===== src/rtl/adc_seq_cfg.svh =====
`ifndef ADC_SEQ_CFG_SVH
`define ADC_SEQ_CFG_SVH

// register byte offsets
`define CTRL_OFS 8'h00
`define SCAN_SEL_OFS 8'h04
`define STATUS_OFS 8'h08
`define MASK_OFS 8'h0C
`define PIN_CFG_OFS 8'h10
`define PIN_DIR_OFS 8'h14
`define PORT_OFS 8'h18
`define IN_SEL_OFS 8'h1C
`define RESULT_BASE_HI 2'h1

// control register fields
`define ALT_BIT 0
`define SPLIT_BIT 1
`define SEQ_CNT_LSB 2
`define SEQ_CNT_MSB 5
`define SIMUL_BIT 6
`define CHAN_CNT_LSB 8
`define CHAN_CNT_MSB 9
`define SCAN_BIT 10

// status and mask fields
`define IRQ_FLAG_BIT 0
`define DONE_BIT 1

// reset values
`define CTRL_RST 16'h0000
`define SCAN_SEL_RST 16'h0000
`define MASK_RST 2'h0
`define PIN_CFG_RST 16'h0000
`define PIN_DIR_RST 16'hFFFF
`define PORT_RST 16'h0000
`define IN_SEL_RST 8'h00

`endif


===== src/rtl/adc_seq_pkg.sv =====
package adc_seq_pkg;

  typedef struct packed {
    logic [1:0] chan;
    logic [3:0] holdZeroInput;
    logic setSecond;
  } conv_req_t;

  typedef struct packed {
    logic [15:0] addr;
    logic [15:0] wrData;
  } unused_pad_t;

  typedef enum {IDLE, CONV_REQ, CONV_WAIT} seq_state_t;

endpackage

===== src/rtl/adc_conversion_sequencer.sv =====
// Notes on behaviour
// - without simultaneous sampling, each enabled channel takes its own tick.
// - with simultaneous sampling, all enabled channels hold on one tick.
// - channel count enables channel zero, zero and one, or zero to three.
// - interrupt follows samples_per_interrupt plus one completed sequences.
// - split mode uses two 8-word halves, swapping half on each interrupt.
// - without split mode the whole 16-word buffer is filled.
// - samples_per_interrupt sits in control bits 5:2 as count minus one.
// - alternate select clear uses only the first input set.
// - alternate select set swaps input sets on successive sequences.
// - scan enable steps channel zero over scan-selected first-set inputs.
// - scan goes upward and restarts at lowest selected input per interrupt.
// - excess selected scan inputs stay unconverted in that interval.
// - port read gives zero on every analog-configured pin.
// - digital pins are not converted; analog output pins store driven level unconverted.
// - on interrupt, flag and done status bits both set.
// - sixteen 10-bit result entries, readable, never written by software.
`timescale 1ns/1ps
`include "adc_seq_cfg.svh"

module adc_conversion_sequencer #(
  parameter int BUF_DEPTH = 16,
  parameter int RES_W = 10
) (
  input wire logic core_clk, // 50 MHz clock
  input wire logic rst, // async reset, high
  input wire logic [7:0] regAddr, // register byte address
  input wire logic [15:0] regWrData, // write data
  input wire logic regWr, // write strobe
  input wire logic regRd, // read strobe
  output logic [15:0] regRdData, // read data, cycle after strobe
  input wire logic sampleTick, // sample clock pulse
  output logic [3:0] holdStrobe, // sample/hold capture per channel
  output logic convStart, // conversion request pulse
  output adc_seq_pkg::conv_req_t convReq, // channel and input selection
  input wire logic convDone, // conversion finished pulse
  input wire logic [9:0] convResult, // converter result
  input wire logic [15:0] pinIn, // pin levels
  output logic [15:0] pinOut, // driven pin levels
  output logic [15:0] pinOutEn_n, // low while driving
  output logic irq // conversion interrupt level
);
  import adc_seq_pkg::*;

  if (BUF_DEPTH != 16 || RES_W != 10) begin : gSizeCheck
    $error("buffer must be 16 entries of 10 bits");
  end

  logic [15:0] ctrl_q;
  logic [15:0] scanSel_q;
  logic [1:0] mask_q;
  logic [15:0] pinCfg_q;
  logic [15:0] pinDir_q;
  logic [15:0] port_q;
  logic [7:0] inSel_q;
  logic irqFlag_q;
  logic done_q;
  logic [15:0] rdData_q;
  seq_state_t state_q;
  logic [1:0] chIdx_q;
  logic [3:0] seqCnt_q;
  logic setSecond_q;
  logic [3:0] scanPos_q;
  logic scanRestart_q;
  logic [3:0] wrPtr_q;
  logic half_q;
  logic [9:0] resultBuf [BUF_DEPTH];

  logic altSel, splitMode, simul, scanEn;
  logic [3:0] seqPerIrq;
  logic [1:0] lastCh;
  logic [3:0] enMask;
  logic [3:0] holdZeroIn, scanCur;
  logic skipConv;
  logic [9:0] skipVal;
  logic storeEn;
  logic [9:0] storeVal;
  logic seqDone;
  logic intrEvent;
  logic rdStatus;

  function automatic logic [3:0] firstFrom(input logic [15:0] m,
                                           input logic [4:0] from);
    logic [3:0] r;
    logic hit;
    r = 4'h0;
    hit = 1'b0;
    for (int i = 15; i >= 0; i--) begin
      if (m[i] && i >= int'(from)) begin
        r = 4'(i);
        hit = 1'b1;
      end
    end
    if (!hit) begin
      for (int i = 15; i >= 0; i--) begin
        if (m[i]) begin
          r = 4'(i);
        end
      end
    end
    return r;
  endfunction

  assign altSel = ctrl_q[`ALT_BIT];
  assign splitMode = ctrl_q[`SPLIT_BIT];
  assign seqPerIrq = ctrl_q[`SEQ_CNT_MSB:`SEQ_CNT_LSB];
  assign simul = ctrl_q[`SIMUL_BIT];
  assign scanEn = ctrl_q[`SCAN_BIT];

  always_comb begin
    case (ctrl_q[`CHAN_CNT_MSB:`CHAN_CNT_LSB])
      2'h0: lastCh = 2'h0;
      2'h1: lastCh = 2'h1;
      default: lastCh = 2'h3;
    endcase
  end
  assign enMask = (lastCh == 2'h0) ? 4'h1 :
                  (lastCh == 2'h1) ? 4'h3 : 4'hF;

  // channel zero input: scan position only on the first set
  assign scanCur = scanRestart_q ? firstFrom(scanSel_q, 5'h00) :
                   scanPos_q;
  assign holdZeroIn = setSecond_q ? inSel_q[7:4] :
                      (scanEn ? scanCur : inSel_q[3:0]);

  assign convReq.chan = chIdx_q;
  assign convReq.holdZeroInput = holdZeroIn;
  assign convReq.setSecond = setSecond_q;

  // channel zero on a digital pin is stored as zero; analog output pin
  // reports its driven level
  always_comb begin
    skipConv = 1'b0;
    skipVal = 10'h000;
    if (chIdx_q == 2'h0) begin
      if (!pinCfg_q[holdZeroIn]) begin
        skipConv = 1'b1;
      end else if (!pinDir_q[holdZeroIn]) begin
        skipConv = 1'b1;
        skipVal = {10{port_q[holdZeroIn]}};
      end
    end
  end

  assign holdStrobe = (state_q == IDLE && sampleTick) ?
                      (simul ? enMask : (4'h1 << chIdx_q)) : 4'h0;
  assign convStart = (state_q == CONV_REQ) && !skipConv;

  assign storeEn = (state_q == CONV_REQ && skipConv) ||
                   (state_q == CONV_WAIT && convDone);
  assign storeVal = (state_q == CONV_WAIT) ? convResult : skipVal;
  assign seqDone = storeEn && (chIdx_q == lastCh);
  assign intrEvent = seqDone && (seqCnt_q == seqPerIrq);

  always_ff @(posedge core_clk or posedge rst) begin
    if (rst) begin
      state_q <= IDLE;
      chIdx_q <= 2'h0;
    end else begin
      case (state_q)
        IDLE: begin
          if (sampleTick) begin
            state_q <= CONV_REQ;
          end
        end
        CONV_REQ: begin
          if (skipConv) begin
            chIdx_q <= (chIdx_q == lastCh) ? 2'h0 : chIdx_q + 2'h1;
            // simultaneous: remaining channels already held
            state_q <= (chIdx_q != lastCh && simul) ? CONV_REQ : IDLE;
          end else begin
            state_q <= CONV_WAIT;
          end
        end
        CONV_WAIT: begin
          if (convDone) begin
            chIdx_q <= (chIdx_q == lastCh) ? 2'h0 : chIdx_q + 2'h1;
            state_q <= (chIdx_q != lastCh && simul) ? CONV_REQ : IDLE;
          end
        end
        default: state_q <= IDLE;
      endcase
    end
  end

  always_ff @(posedge core_clk or posedge rst) begin
    if (rst) begin
      seqCnt_q <= 4'h0;
      setSecond_q <= 1'b0;
      scanPos_q <= 4'h0;
      scanRestart_q <= 1'b1;
    end else begin
      scanRestart_q <= (regWr && (regAddr == `CTRL_OFS ||
                       regAddr == `SCAN_SEL_OFS)) ||
                       (scanRestart_q && !(seqDone && !setSecond_q));
      if (seqDone) begin
        seqCnt_q <= intrEvent ? 4'h0 : seqCnt_q + 4'h1;
        setSecond_q <= altSel ? !setSecond_q : 1'b0;
        if (intrEvent) begin
          scanPos_q <= firstFrom(scanSel_q, 5'h00);
        end else if (!setSecond_q) begin
          scanPos_q <= firstFrom(scanSel_q, 5'(scanCur) + 5'h01);
        end
      end
      if (!altSel) begin
        setSecond_q <= 1'b0;
      end
    end
  end

  always_ff @(posedge core_clk or posedge rst) begin
    if (rst) begin
      wrPtr_q <= 4'h0;
      half_q <= 1'b0;
    end else if (intrEvent) begin
      half_q <= splitMode ? !half_q : 1'b0;
      wrPtr_q <= splitMode ? {!half_q, 3'h0} : 4'h0;
    end else if (storeEn) begin
      wrPtr_q <= splitMode ? {half_q, wrPtr_q[2:0] + 3'h1} :
                 wrPtr_q + 4'h1;
    end
  end

  // only the sequencer writes entries
  always_ff @(posedge core_clk) begin
    if (storeEn) begin
      resultBuf[wrPtr_q] <= storeVal;
    end
  end

  assign rdStatus = regRd && regAddr == `STATUS_OFS;

  always_ff @(posedge core_clk or posedge rst) begin
    if (rst) begin
      irqFlag_q <= 1'b0;
      done_q <= 1'b0;
    end else begin
      if (intrEvent) begin
        irqFlag_q <= 1'b1;
        done_q <= 1'b1;
      end else if (rdStatus) begin
        irqFlag_q <= 1'b0;
        done_q <= 1'b0;
      end
    end
  end

  always_ff @(posedge core_clk or posedge rst) begin
    if (rst) begin
      ctrl_q <= `CTRL_RST;
      scanSel_q <= `SCAN_SEL_RST;
      mask_q <= `MASK_RST;
      pinCfg_q <= `PIN_CFG_RST;
      pinDir_q <= `PIN_DIR_RST;
      port_q <= `PORT_RST;
      inSel_q <= `IN_SEL_RST;
    end else if (regWr) begin
      case (regAddr)
        `CTRL_OFS: ctrl_q <= regWrData;
        `SCAN_SEL_OFS: scanSel_q <= regWrData;
        `MASK_OFS: mask_q <= regWrData[1:0];
        `PIN_CFG_OFS: pinCfg_q <= regWrData;
        `PIN_DIR_OFS: pinDir_q <= regWrData;
        `PORT_OFS: port_q <= regWrData;
        `IN_SEL_OFS: inSel_q <= regWrData[7:0];
        default: ;
      endcase
    end
  end

  always_ff @(posedge core_clk or posedge rst) begin
    if (rst) begin
      rdData_q <= 16'h0000;
    end else if (regRd) begin
      if (regAddr[7:6] == `RESULT_BASE_HI) begin
        rdData_q <= {6'h00, resultBuf[regAddr[5:2]]};
      end else begin
        case (regAddr)
          `CTRL_OFS: rdData_q <= ctrl_q;
          `SCAN_SEL_OFS: rdData_q <= scanSel_q;
          `STATUS_OFS: rdData_q <= {11'h000, half_q, wrPtr_q[3:2] == 2'h0,
                                    state_q != IDLE, done_q, irqFlag_q};
          `MASK_OFS: rdData_q <= {14'h0000, mask_q};
          `PIN_CFG_OFS: rdData_q <= pinCfg_q;
          `PIN_DIR_OFS: rdData_q <= pinDir_q;
          `PORT_OFS: rdData_q <= pinIn & ~pinCfg_q;
          `IN_SEL_OFS: rdData_q <= {8'h00, inSel_q};
          default: rdData_q <= 16'h0000;
        endcase
      end
    end else begin
      rdData_q <= 16'h0000;
    end
  end

  assign regRdData = rdData_q;
  assign pinOut = port_q;
  assign pinOutEn_n = pinDir_q;
  assign irq = (irqFlag_q & mask_q[`IRQ_FLAG_BIT]) |
               (done_q & mask_q[`DONE_BIT]);
endmodule


===== config.mk =====
export PLATFORM = sky130hd
export DESIGN_NAME = adc_conversion_sequencer
export DESIGN_NICKNAME = d
export VERILOG_FILES = /design/src/rtl/adc_seq_pkg.sv /design/src/rtl/adc_conversion_sequencer.sv
export VERILOG_INCLUDE_DIRS = /design/src /design/src/rtl
export SDC_FILE = /design/constraint.sdc
export NUM_CORES = 1
export LEC_CHECK = 0
export ABC_AREA = 1
export BUFFER_PORTS_ARGS = -buffer_cell sky130_fd_sc_hd__buf_2
export CAP_MARGIN = 20
export CORE_ASPECT_RATIO = 1.1
export CORE_MARGIN = 2
export CORE_UTILIZATION = 60
export DETAILED_ROUTE_END_ITERATION = 16
export GPL_TIMING_DRIVEN = 1
export PLACE_DENSITY = 0.9
export REMOVE_ABC_BUFFERS = 1
export SLEW_MARGIN = 30
export SYNTH_ARGS = -nofsm -noshare
export SYNTH_HDL_FRONTEND = slang
export SYNTH_SLANG_ARGS = --single-unit

===== constraint.sdc =====
create_clock -name core_clk -period 4.3 [get_ports core_clk]
set_input_delay 0.215 -clock core_clk [delete_from_list [all_inputs] [get_ports core_clk]]
set_output_delay 0.215 -clock core_clk [all_outputs]
set_load 0.02 [all_outputs]

Word level (Yosys, flattened, before mapping)
Memories as Yosys holds them, arrays and structs flattened.
Index checks and enable logic that the tools add are counted.
{"block": "classes", "mux": 151, "reduce_logical": 55, "add_sub_neg": 5, "n_eq_ne": 22, "n_shift": 1, "order_cmp": 17, "n_bitwise": 5}
{"op": "two-way mux 4 bit", "count": 81}
{"op": "case mux 16 bit (8 select lines)", "count": 1}
{"op": "case mux 32 bit (3 select lines)", "count": 1}
{"op": "equality test 32 x 2 -> 1 bit (second input constant)", "count": 2}
{"op": "zero test 32 bit", "count": 2}
{"op": "two-way mux 32 bit", "count": 2}
{"op": "two-way mux 1 bit", "count": 51}
{"op": ">= comparator 4 x 5 -> 1 bit (first input constant)", "count": 8}
{"op": "two-way mux 10 bit", "count": 4}
{"op": "equality test 32 x 1 -> 1 bit (second input constant)", "count": 1}
{"op": "equality test 32 x 3 -> 1 bit (second input constant)", "count": 1}
{"op": "equality test 8 x 5 -> 1 bit (second input constant)", "count": 4}
{"op": "two-way mux 16 bit", "count": 2}
{"op": "nonzero test 32 bit", "count": 1}
{"op": "logical AND 1 bit", "count": 27}
{"op": ">= comparator 3 x 5 -> 1 bit (first input constant)", "count": 4}
{"op": "AND reduction 2 bit", "count": 9}
{"op": "AND 16 bit", "count": 1}
{"op": "equality test 8 x 4 -> 1 bit (second input constant)", "count": 2}
{"op": "NOT 16 bit", "count": 1}
{"op": "binary-select mux 1 bit (select 4 bit)", "count": 3}
{"op": ">= comparator 1 x 5 -> 1 bit (first input constant)", "count": 2}
{"op": ">= comparator 2 x 5 -> 1 bit (first input constant)", "count": 2}
{"op": "adder 4 x 1 -> 4 bit (second input constant)", "count": 2}
{"op": "22 further kinds", "count": 42}
{"block": "word_totals", "memories": 1, "ramBits": 160, "word_cells": 274, "reg_bits": 156, "out_inout_bits": 61}
{"name": "resultBuf", "words": 16, "width": 10, "read_ports": 1, "rd_clocked_by_memory_dff": 0, "write_ports": 1, "line": "adc_conversion_sequencer.sv:67", "rtl": "logic [9:0] resultBuf [BUF_DEPTH];"}

Longest topological paths before layout
Gate-level depths: netlist (run 1).
{"block": "depth", "depth_word": 72, "ltp_mapped": 35}

Worst setup path before layout (run 1)
No wires, ideal clock.
{"block": "synth_path", "path_type": "register -> register", "start": "register scanSel_q[1]", "end": "memory resultBuf[1][0] (enable)", "stages_incl_launch_ff": 19, "arrival_time_ns": 2.990, "path_slack_ns": 0.934, "path_buffers": 1, "required_time_ns": 3.924, "cell_sequence": "dfrtp_1 -> nor2_1 -> nand2_1 -> inv_1 -> o211ai_1 -> nand2_1 -> o21ai_0 -> inv_1 -> nand2_1 -> a22oi_1 -> inv_1 -> nand3_1 -> nand2_1 -> nand2_2 -> nand3_2 -> nand2_4 -> buf_2 -> nand2_1 -> nor2_1"}
{"item": "start: declaration", "line": "adc_conversion_sequencer.sv:50", "rtl": "logic [15:0] scanSel_q;"}
{"item": "start signal: assignment", "line": "adc_conversion_sequencer.sv:251", "rtl": "scanSel_q <= `SCAN_SEL_RST;"}
{"item": "start signal: assignment", "line": "adc_conversion_sequencer.sv:260", "rtl": "`SCAN_SEL_OFS: scanSel_q <= regWrData;"}
{"item": "end: declaration", "line": "adc_conversion_sequencer.sv:67"}

Final worst setup path (run 1)
{"block": "layout_path", "start": "register scanSel_q[14]", "end": "memory resultBuf[6][8], data pin"}
{"block": "layout_between", "elab_chain_len": 41, "elab_cells_between_ends": 60, "cone_classes": "60 x mux"}
{"item": "two-way mux 4 bit (15 in a row)", "line": "adc_conversion_sequencer.sv:89", "rtl": "if (m[i] && i >= int'(from)) begin"}
{"item": "two-way mux 4 bit (16 in a row)", "line": "adc_conversion_sequencer.sv:96", "rtl": "if (m[i]) begin"}
{"item": "two-way mux 4 bit *", "line": "adc_conversion_sequencer.sv:94", "rtl": "if (!hit) begin"}
{"item": "two-way mux 4 bit *", "line": "adc_conversion_sequencer.sv:121", "rtl": "assign scanCur = scanRestart_q ? firstFrom(scanSel_q, 5'h00) :"}
{"item": "two-way mux 4 bit *", "line": "adc_conversion_sequencer.sv:124", "rtl": "(scanEn ? scanCur : inSel_q[3:0]);"}
{"item": "two-way mux 4 bit *", "line": "adc_conversion_sequencer.sv:123", "rtl": "assign holdZeroIn = setSecond_q ? inSel_q[7:4] :"}
{"item": "binary-select mux 1 bit (select 4 bit), on equally long branches", "line": "adc_conversion_sequencer.sv:140, adc_conversion_sequencer.sv:138"}
{"item": "two-way mux 1 bit, on equally long branches", "line": "adc_conversion_sequencer.sv:140, adc_conversion_sequencer.sv:138"}
{"item": "two-way mux 10 bit", "line": "adc_conversion_sequencer.sv:138", "rtl": "end else if (!pinDir_q[holdZeroIn]) begin"}
{"item": "two-way mux 10 bit *", "line": "adc_conversion_sequencer.sv:136", "rtl": "if (!pinCfg_q[holdZeroIn]) begin"}
{"item": "two-way mux 10 bit *", "line": "adc_conversion_sequencer.sv:135", "rtl": "if (chIdx_q == 2'h0) begin"}
{"item": "two-way mux 10 bit *", "line": "adc_conversion_sequencer.sv:151", "rtl": "assign storeVal = (state_q == CONV_WAIT) ? convResult : skipVal;"}
{"item": "via storeVal[8]", "line": "adc_conversion_sequencer.sv:77", "rtl": "logic [9:0] storeVal;"}
Mark *: on every way through the listed nets, which the timed path passes. The rest lies on a longest branch. The select of a mux whose other input is x is not followed.

==> impl_metrics.py, run 1 <==
metrics = {
    "timing": {
        "worst_pin_slew_ps": 831,
        "finalCriticalPeriod_ps": 3770,
        "clock.fmax_ghz": 0.265,
        "setup_viol": 0,
        "skew_ps": 16.4,
        "fin_setup_tns_ps": 0,
        "rsz0062_at_grt": "no",
        "maxSlewViolCount": 0,
        "final-hold-violation-count": 0,
        "max_slew_margin": 0.444,
        "fin_crit_sh": 0.877,
    },
    "detailed_routing": {
        "wl_mm": 37.6,
        "drt-pass1-iter-count": 6,
        "vias": 10700,
        "ant_nets": 0,
        "wl_per_cell_um": 21.6,
        "viasPerCell": 6.18,
        "drt_iter0_drc": 1488,
        "drc": 0,
    },
    "critical_path": {
        "crit_required_ps": 4560,
        "path_class": "register to register",
        "path_max_fanout": 32,
        "crit_path_start_kind": "register",
        "worstPathArrival_ps": 4030,
        "critPathCaptureType": "register",
    },
    "grt": {
        "busiest_layer": "met2",
        "grt_usage": 0.329,
        "antenna_found_initial": 0,
        "grt_pass1_vias": 10300,
        "use_met2": 0.579,
        "grt_overflow": 0,
        "grt_pass1_wl_mm": 56.2,
        "grt_max_degree": 49,
        "globalRouteMet1Util": 0.393,
        "globalRouteMet3Util": 0.0551,
    },
    "pwr": {
        "max-vdd-ir-drop_v": 0.000468,
        "totalPowerFinal_mw": 7.63,
        "power_density_mw_per_mm2": 510,
        "power.leakage_nw": 6.34,
    },
    "logic_synthesis": {
        "synth.yosys.seq_area_share": 0.619,
        "yosys.area.top_type": "edfxtp_1",
        "postSynthAreaPerCell_um2": 10.0,
        "netlist.area_leader.share": 0.373,
        "synthCells": 1288,
        "yosys_warnings": 0,
        "ys_ff_latch": 286,
        "synth.distinct_cells": 52,
        "synth-edff-count": 160,
        "netlist_area_mm2": 0.0129,
        "synthArstFlopShare": 0.441,
        "synth_area_leaders": "edfxtp_1, dfrtp_1, nand2_1",
        "ys.flop_type": "edfxtp_1",
    },
    "place": {
        "place_hpwl_mm": 26.2,
        "port_buffers": 116,
        "dp_cells": 1675,
        "place.gp.congestion": 1.01,
    },
    "clock_network": {
        "clk_path_buf_depth": 3,
        "cts_num_sinks": 286,
        "clock-root-buffer": "clkbuf_16",
        "cts_resized": 0,
        "clock_latency_ps": 570,
        "cts_htree_levels": 1,
        "cts_tree": "built",
        "clk_pin_slew_ps": 60,
        "cts_buffers": 29,
    },
    "floorplanning": {
        "die_h_um": 158,
        "ios": 117,
        "start_util": 0.607,
        "coreArea_mm2": 0.0212,
        "row_count": 56,
        "dieArea_mm2": 0.0227,
        "die_w_um": 144,
    },
    "cells_and_area": {
        "fillers": 1476,
        "n_antenna_cell": 0,
        "fin_nets": 1494,
        "mostFrequentLayoutCells": "nand2_1, edfxtp_1, o21ai_0",
        "fin_cells": 1736,
        "drive_gt1_frac": 0.167,
        "area_growth_pct": 16.1,
        "mostFrequentLayoutCell": "nand2_1",
    },
    "run": {
        "cap_viol_max_count": 0,
    },
    "outcome": {
        "run_status": "completed",
    },
    "worst_hold_path": {
        "hold_path.class": "primary input to register",
    },
}
[power breakdown]
group          total (mW)  switching [mW]  internal (mW)
sequential           3.41           0.158           3.25
clock                2.63            1.07           1.56
combinational        1.59            1.15          0.440
[area by class of cell]
cell class	instances	area (µm²)	share of cell area
Clock inverter	17	234	0.0156
Multi-Input combinational cell	821	4210	0.281
Timing Repair Buffer	160	933	0.0624
Sequential cell	286	7980	0.534
Tap cell	290	363	0.0243
Inverter	127	479	0.0321
Clock buffer	35	758	0.0507
[registers in the layout (all words and copies together), names as in the netlist]
register / count
chIdx_q: 2
ctrl_q: 16
done_q: 1
half_q: 1
inSel_q: 8
mask_q: 2
pinCfg_q: 16
pinOut: 16
pinOutEn_n: 16
regRdData: 16
resultBuf: 160
scanPos_q: 4
scanRestart_q: 1
scanSel_q: 16
seqCnt_q: 4
setSecond_q: 1
state_q: 2
wrPtr_q: 4
[synth_stat cells (3+ instances only)]
master     count
a31oi_1        6
a221oi_1       7
buf_2          5
inv_1        116
buf_1          3
nor2_1        85
xnor2_1        4
o31ai_1        7
nand2_2        5
inv_2          8
nor3_1        12
dfstp_2       17
xor2_1         3
a2111oi_0      3
nand3_1       58
dfrtp_1      109
clkbuf_1      42
a21oi_1       26
o21ai_0      138
ha_1          13
o22ai_1       84
edfxtp_1     160
o311ai_0       4
nand2_1      288
clkinv_1       3
nand3b_1       3
a211oi_1      15
o211ai_1      28
o21ai_1        5
[cells by family after synthesis]
kind of cell,Yosys count,share of synthesized area
fa+ha+maj,13,0.0126
compound gates,337,0.159
buf+inv,181,0.0550
xor+xnor,7,0.00476
flops,286,0.619
simple gates,464,0.150
[through the flow]
stage / util / setup slack, ps / hold slack (ps) / cell area [µm²]
floorplan: - / 713 / 386 / 12600
global placement: 0.653 / 638 / 266 / 13900
detailed placement: 0.653 / 621 / 277 / 13900
CTS: 0.704 / 586 / 0.509 / 14900
global route: 0.704 / 151 / 24.6 / 15000
finish: 0.704 / 527 / 10.7 / 15000
[path summary, 6_finish.rpt]
| path | cells after the start | endpoint | slack [ps] | startpoint |
|---|---|---|---|---|
| min | 3 | pinOut[8] | 10 | regWrData[8] |
| min reg2reg | 2 | scanPos_q[3] | 480 | scanPos_q[3] |
| max | 24 | resultBuf[6][8] | 530 | scanSel_q[14] |
| max reg2reg | 24 | resultBuf[6][8] | 530 | scanSel_q[14] |
| min in group asynchronous | 3 | ctrl_q[5] | 230 | rst |
| max in group asynchronous | 4 | pinOut[12] | 3090 | rst |
[critical path, stage by stage, from the launching register on]
cell	delay, ps
dfrtp_1	400
inv_1	90
nand2_1	50
nand2_1	50
nand2_1	50
nand2_1	50
nand2_1	50
nand2_1	50
nand2_1	50
nand2_1	60
nand2_1	60
nand2_2	70
nand3_2	80
nand2_4	130
nand2_2	50
nand2_1	100
o21ai_4	220
inv_2	230
nand2_1	70
a32o_1	220
o211ai_1	150
nand2_1	70
nor2_1	110
nand4_2	300
nand2_1	670
[timing repair]
item	in CTS	in global routing
buffers inserted	0	0
endpoints found under the hold margin	41	0
hold buffers	9	0
[routing by layer]
metal,part of all wire,wire (µm),up-vias
met5,0,0,-
met4,0.049,1840,0
met3,0.094,3520,124
met2,0.50,19000,735
met1,0.35,13300,5090
li1,-,-,4785
Power figures use the tool's default switching activity.
==> run 2: changes to the inputs <==
==> constraint.sdc (replaced) <==
create_clock -name core_clk -period 4.3 [get_ports core_clk]
set_input_delay 0.215 -clock core_clk [delete_from_list [all_inputs] [get_ports core_clk]]
set_output_delay 0.215 -clock core_clk [all_outputs]
set_load 0.1 [all_outputs]
==> impl_metrics.py, run 2 (same netlist as run 1, synthesis figures left out) <==
metrics = {
    "outcome": {
        "run_status": "completed",
    },
    "timing": {
        "finalCriticalPeriod_ps": 3950,
        "maxSlewViolCount": 0,
        "setup_ws_ps": 350,
        "worst_pin_slew_ps": 865,
        "clock.fmax_ghz": 0.253,
        "rsz0062_at_grt": "no",
        "setup_viol": 0,
        "final-hold-violation-count": 0,
        "skew_ps": 12.8,
        "max_slew_margin": 0.421,
        "fin_crit_sh": 0.919,
    },
    "critical_path": {
        "critPathMostFrequentCell": "nand2_1",
        "crit_path_start_kind": "register",
        "crit_buf_inv": 4,
        "path_depth": 27,
        "worstPathArrival_ps": 3740,
        "path_class": "register to primary output",
        "crit_required_ps": 4090,
        "critPathLaunch": "scanSel_q[14]",
        "rr_endpoint": "resultBuf[10][8]",
        "critPathCaptureType": "primary output",
        "cpLargestDelayFamily": "simple AND/OR/NAND/NOR gates",
        "r2r_start": "scanSel_q[14]",
        "rr_worst_depth": 24,
        "critPathCapture": "convStart",
        "r2r_slack_ps": 490,
        "max_stage_delay_ps": 460,
        "path_max_fanout": 32,
        "slowest_stage": "buf_2",
    },
    "place": {
        "place_area_mm2": 0.0139,
        "place_hpwl_mm": 26.2,
        "port_buffers": 116,
        "place_ws_ps": 621,
        "place.gp.congestion": 1.01,
        "dp_cells": 1675,
    },
    "floorplanning": {
        "row_count": 56,
        "coreArea_mm2": 0.0212,
        "start_util": 0.607,
        "die_w_um": 144,
        "ios": 117,
        "dieArea_mm2": 0.0227,
        "die_h_um": 158,
    },
    "clock_network": {
        "cts_tree": "built",
        "clock_latency_ps": 570,
        "clock-root-buffer": "clkbuf_16",
        "cts_buffers": 29,
        "cts_resized": 0,
        "clk_path_buf_depth": 3,
        "clk_pin_slew_ps": 60,
        "cts_num_sinks": 286,
        "cts_htree_levels": 1,
    },
    "cells_and_area": {
        "area_growth_pct": 16.1,
        "regMostFlops": "resultBuf",
        "n_antenna_cell": 0,
        "fin_nets": 1494,
        "largest_reg_flops": 160,
        "fin_cells": 1736,
        "mostFrequentLayoutCell": "nand2_1",
        "mostFrequentLayoutCells": "nand2_1, edfxtp_1, o21ai_0",
        "drive_gt1_frac": 0.167,
        "stdcell_area_mm2": 0.0150,
    },
    "grt": {
        "grt_pass1_vias": 10300,
        "grt_overflow": 0,
        "grt_usage": 0.329,
        "grt_pass1_wl_mm": 56.2,
        "antenna_found_initial": 0,
        "grt_max_degree": 49,
    },
    "detailed_routing": {
        "wl_mm": 37.6,
        "drt-pass1-iter-count": 6,
        "ant_nets": 0,
        "drt_iter0_drc": 1449,
        "wl_per_cell_um": 21.6,
        "vias": 10800,
        "viasPerCell": 6.23,
        "drc": 0,
    },
    "pwr": {
        "power_density_mw_per_mm2": 528,
        "max-vdd-ir-drop_v": 0.000470,
        "power.leakage_nw": 6.34,
    },
    "worst_hold_path": {
        "holdPathStages": 3,
        "hold_path.class": "primary input to register",
    },
    "run": {
        "cap_viol_max_count": 0,
    },
}
-- run 2: cell counts in the layout (fill, tap and decap cells not counted) --
Identical to the previous run, type by type.
-- run 2: area by class of cell --
| class | count | area, µm² |
|---|---|---|
| clock buffers | 35 | 758 |
| fillers | 1476 | 6280 |
| multi-input cells | 821 | 4210 |
| well taps | 290 | 363 |
| flip-flops and latches | 286 | 7980 |
| repair buffers | 160 | 933 |
| inverters | 127 | 479 |
| clock inverters | 17 | 234 |
-- run 2: through the flow --
| step | setup TNS (ps) | util | hold WS (ps) | total power, mW |
|---|---|---|---|---|
| after floorplan | -47910 | - | 387 | 4.68 |
| after global placement | 0 | 0.653 | 266 | 5.18 |
| after detailed placement | 0 | 0.653 | 277 | 5.25 |
| after CTS | 0 | 0.704 | 0.509 | 7.86 |
| after global routing | 0 | 0.704 | 24.6 | 8.17 |
| final | 0 | 0.704 | 6.16 | 7.89 |
-- run 2: power by group --
group	switching [mW]	internal [mW]
registers	0.158	3.25
logic	1.41	0.440
clock network	1.07	1.56
total	2.64	5.25
-- run 2: how the worst min path moves through the flow --
stage | end | start | slack (ps)
3_5_place_dp | ctrl_q[5] | rst | 280
5_1_grt | pinOut[8] | regWrData[8] | 20
2_1_floorplan | pinOutEn_n[10] | regWrData[10] | 390
6_report | pinOut[8] | regWrData[8] | 6
3_3_place_gp | ctrl_q[5] | rst | 270
4_1_cts | pinCfg_q[11] | regWrData[11] | 0.5
-- run 2: per-layer routing --
metal | up-vias | share of wire | GRT usage
li1 | 4793 | - | -
met1 | 5142 | 0.35 | 0.396
met2 | 745 | 0.51 | 0.579
met3 | 133 | 0.091 | 0.0505
met4 | 0 | 0.050 | 0.160
met5 | - | 0 | 0
-- run 2: tightest hold or removal path, cell delays in order --
cell and delay, ps:
buf_2 70, inv_1 90, o21ai_0 160
-- run 2: repair_timing --
action                    in CTS  in global routing
hold buffers                   9                  0
hold endpoints to repair      41                  0
setup buffers                  0                  0
==> run 3: changes to the inputs <==
--- a/config.mk
+++ b/config.mk
@@ -9,12 +9,12 @@
 export ABC_AREA = 1
 export BUFFER_PORTS_ARGS = -buffer_cell sky130_fd_sc_hd__buf_2
 export CAP_MARGIN = 20
-export CORE_ASPECT_RATIO = 1.1
+export CORE_ASPECT_RATIO = 1.25
 export CORE_MARGIN = 2
 export CORE_UTILIZATION = 60
 export DETAILED_ROUTE_END_ITERATION = 16
 export GPL_TIMING_DRIVEN = 1
-export PLACE_DENSITY = 0.9
+export PLACE_DENSITY = 0.8
 export REMOVE_ABC_BUFFERS = 1
 export SLEW_MARGIN = 30
 export SYNTH_ARGS = -nofsm -noshare
==> impl_metrics.py, run 3 (same netlist as run 1, synthesis figures left out) <==
metrics = {
    "outcome": {
        "run_status": "completed",
    },
    "cells_and_area": {
        "stdcell_area_mm2": 0.0148,
        "fin_util": 0.706,
        "fin_cells": 1715,
        "mostFrequentLayoutCells": "nand2_1, edfxtp_1, o21ai_0",
        "n_antenna_cell": 0,
        "largest_reg_flops": 160,
        "drive_gt1_frac": 0.164,
        "regMostFlops": "resultBuf",
        "mostFrequentLayoutCell": "nand2_1",
        "fin_nets": 1489,
        "area_growth_pct": 14.9,
    },
    "clock_network": {
        "cts_htree_levels": 1,
        "clock_latency_ps": 570,
        "cts_setup_buffers": 0,
        "cts_num_sinks": 286,
        "cts_buffers": 28,
        "clk_path_buf_depth": 3,
        "cts_tree": "built",
        "clk_pin_slew_ps": 60,
        "clock-root-buffer": "clkbuf_16",
    },
    "floorplanning": {
        "row_count": 59,
        "die_w_um": 135,
        "start_util": 0.614,
        "die_h_um": 168,
        "ios": 117,
        "coreArea_mm2": 0.0210,
        "dieArea_mm2": 0.0227,
    },
    "pwr": {
        "power.leakage_nw": 6.27,
        "pwr-share-seq": 0.447,
        "switching_share": 0.335,
        "power.share.clock": 0.316,
        "p_comb_frac": 0.237,
        "p_switching_mw": 2.55,
        "power_density_mw_per_mm2": 515,
        "internal-power_mw": 5.07,
        "max-vdd-ir-drop_v": 0.000412,
        "totalPowerFinal_mw": 7.61,
    },
    "critical_path": {
        "path_class": "register to primary output",
        "worstPathArrival_ps": 3700,
        "r2r_slack_ps": 570,
        "crit_required_ps": 4090,
        "path_max_fanout": 18,
        "crit_path_start_kind": "register",
        "critPathCaptureType": "primary output",
    },
    "timing": {
        "rsz0062_at_grt": "no",
        "final-hold-violation-count": 0,
        "max_slew_margin": 0.277,
        "setup_ws_ps": 384,
        "worst_pin_slew_ps": 1070,
        "fin_setup_tns_ps": 0,
        "setup_viol": 0,
        "finalCriticalPeriod_ps": 3920,
        "clock.fmax_ghz": 0.255,
        "maxSlewViolCount": 0,
        "whs_ps": 24.8,
        "fin_crit_sh": 0.911,
        "skew_ps": 32.7,
    },
    "grt": {
        "grt_usage": 0.326,
        "grt_pass1_wl_mm": 56.2,
        "grt_max_degree": 60,
        "antenna_found_initial": 0,
        "grt_overflow": 0,
        "grt_pass1_vias": 10200,
    },
    "detailed_routing": {
        "wl_per_cell_um": 21.5,
        "drt-pass1-iter-count": 6,
        "drt_iter0_drc": 1094,
        "ant_nets": 0,
        "viasPerCell": 6.13,
        "wl_mm": 36.9,
        "drc": 0,
        "vias": 10500,
    },
    "place": {
        "place_area_mm2": 0.0138,
        "place_hpwl_mm": 25.6,
        "dp_cells": 1659,
        "place_ws_ps": 675,
        "place.gp.congestion": 0.977,
        "port_buffers": 116,
    },
    "worst_hold_path": {
        "hold_path.class": "primary input to register",
    },
    "run": {
        "cap_viol_max_count": 0,
    },
}
run 3: timing repair:
| action | in CTS | in global routing |
|---|---|---|
| hold buffers | 5 | 0 |
| gates resized for setup | 0 | 0 |
| hold endpoints to repair | 47 | 0 |
run 3: layout make-up:
cell class	count	area, µm²
Inverter	127	479
Fill cell	1573	6170
Multi-Input combinational cell	821	4200
Clock inverter	18	180
Clock buffer	33	719
Timing Repair Buffer	156	893
Sequential cell	286	7980
Tap cell	274	343
run 3: path summary, 6_finish.rpt:
check,start,endpoint,cells past startpoint
setup reg to reg,scanSel_q[11],resultBuf[13][3],22
max in group asynchronous,rst,scanRestart_q,4
hold / removal,regWrData[10],pinCfg_q[10],3
min in group asynchronous,rst,pinOut[15],3
setup / recovery,scanSel_q[11],convStart,23
hold reg to reg,inSel_q[5],inSel_q[5],2
run 3: per-layer routing:
metal,wire length [µm],track usage,vias to the layer above
li1,-,-,4789
met1,13100,0.388,4969
met2,18400,0.558,583
met3,2740,0.0485,173
met4,2700,0.202,0
met5,0,0,-
run 3: worst max-delay path, stage by stage (launching register included):
cell and delay [ps]:
dfrtp_1 450, inv_1 150, nand2_1 70, nand2_1 50, nand2_1 50, nand2_1 60
nand2_1 50, nand2_1 70, nand2_2 60, nand3_2 80, nand2_4 100, nand2_2 70
nand2_1 60, o21ai_2 260, buf_4 330, o211ai_1 110, nand3_1 120, nand3_1 80
nand2_1 130, nand2_2 90, nand2_1 70, inv_1 60, nor2_1 120, buf_2 450
run 3: power by group through the flow:
stage	combinational [mW]	clock, mW	sequential (mW)
3_5_place_dp	1.77	0	3.45
3_3_place_gp	1.74	0	3.44
4_1_cts	1.78	2.41	3.40
2_1_floorplan	1.08	0	3.59
6_report	1.80	2.41	3.41
5_1_grt	1.97	2.52	3.43
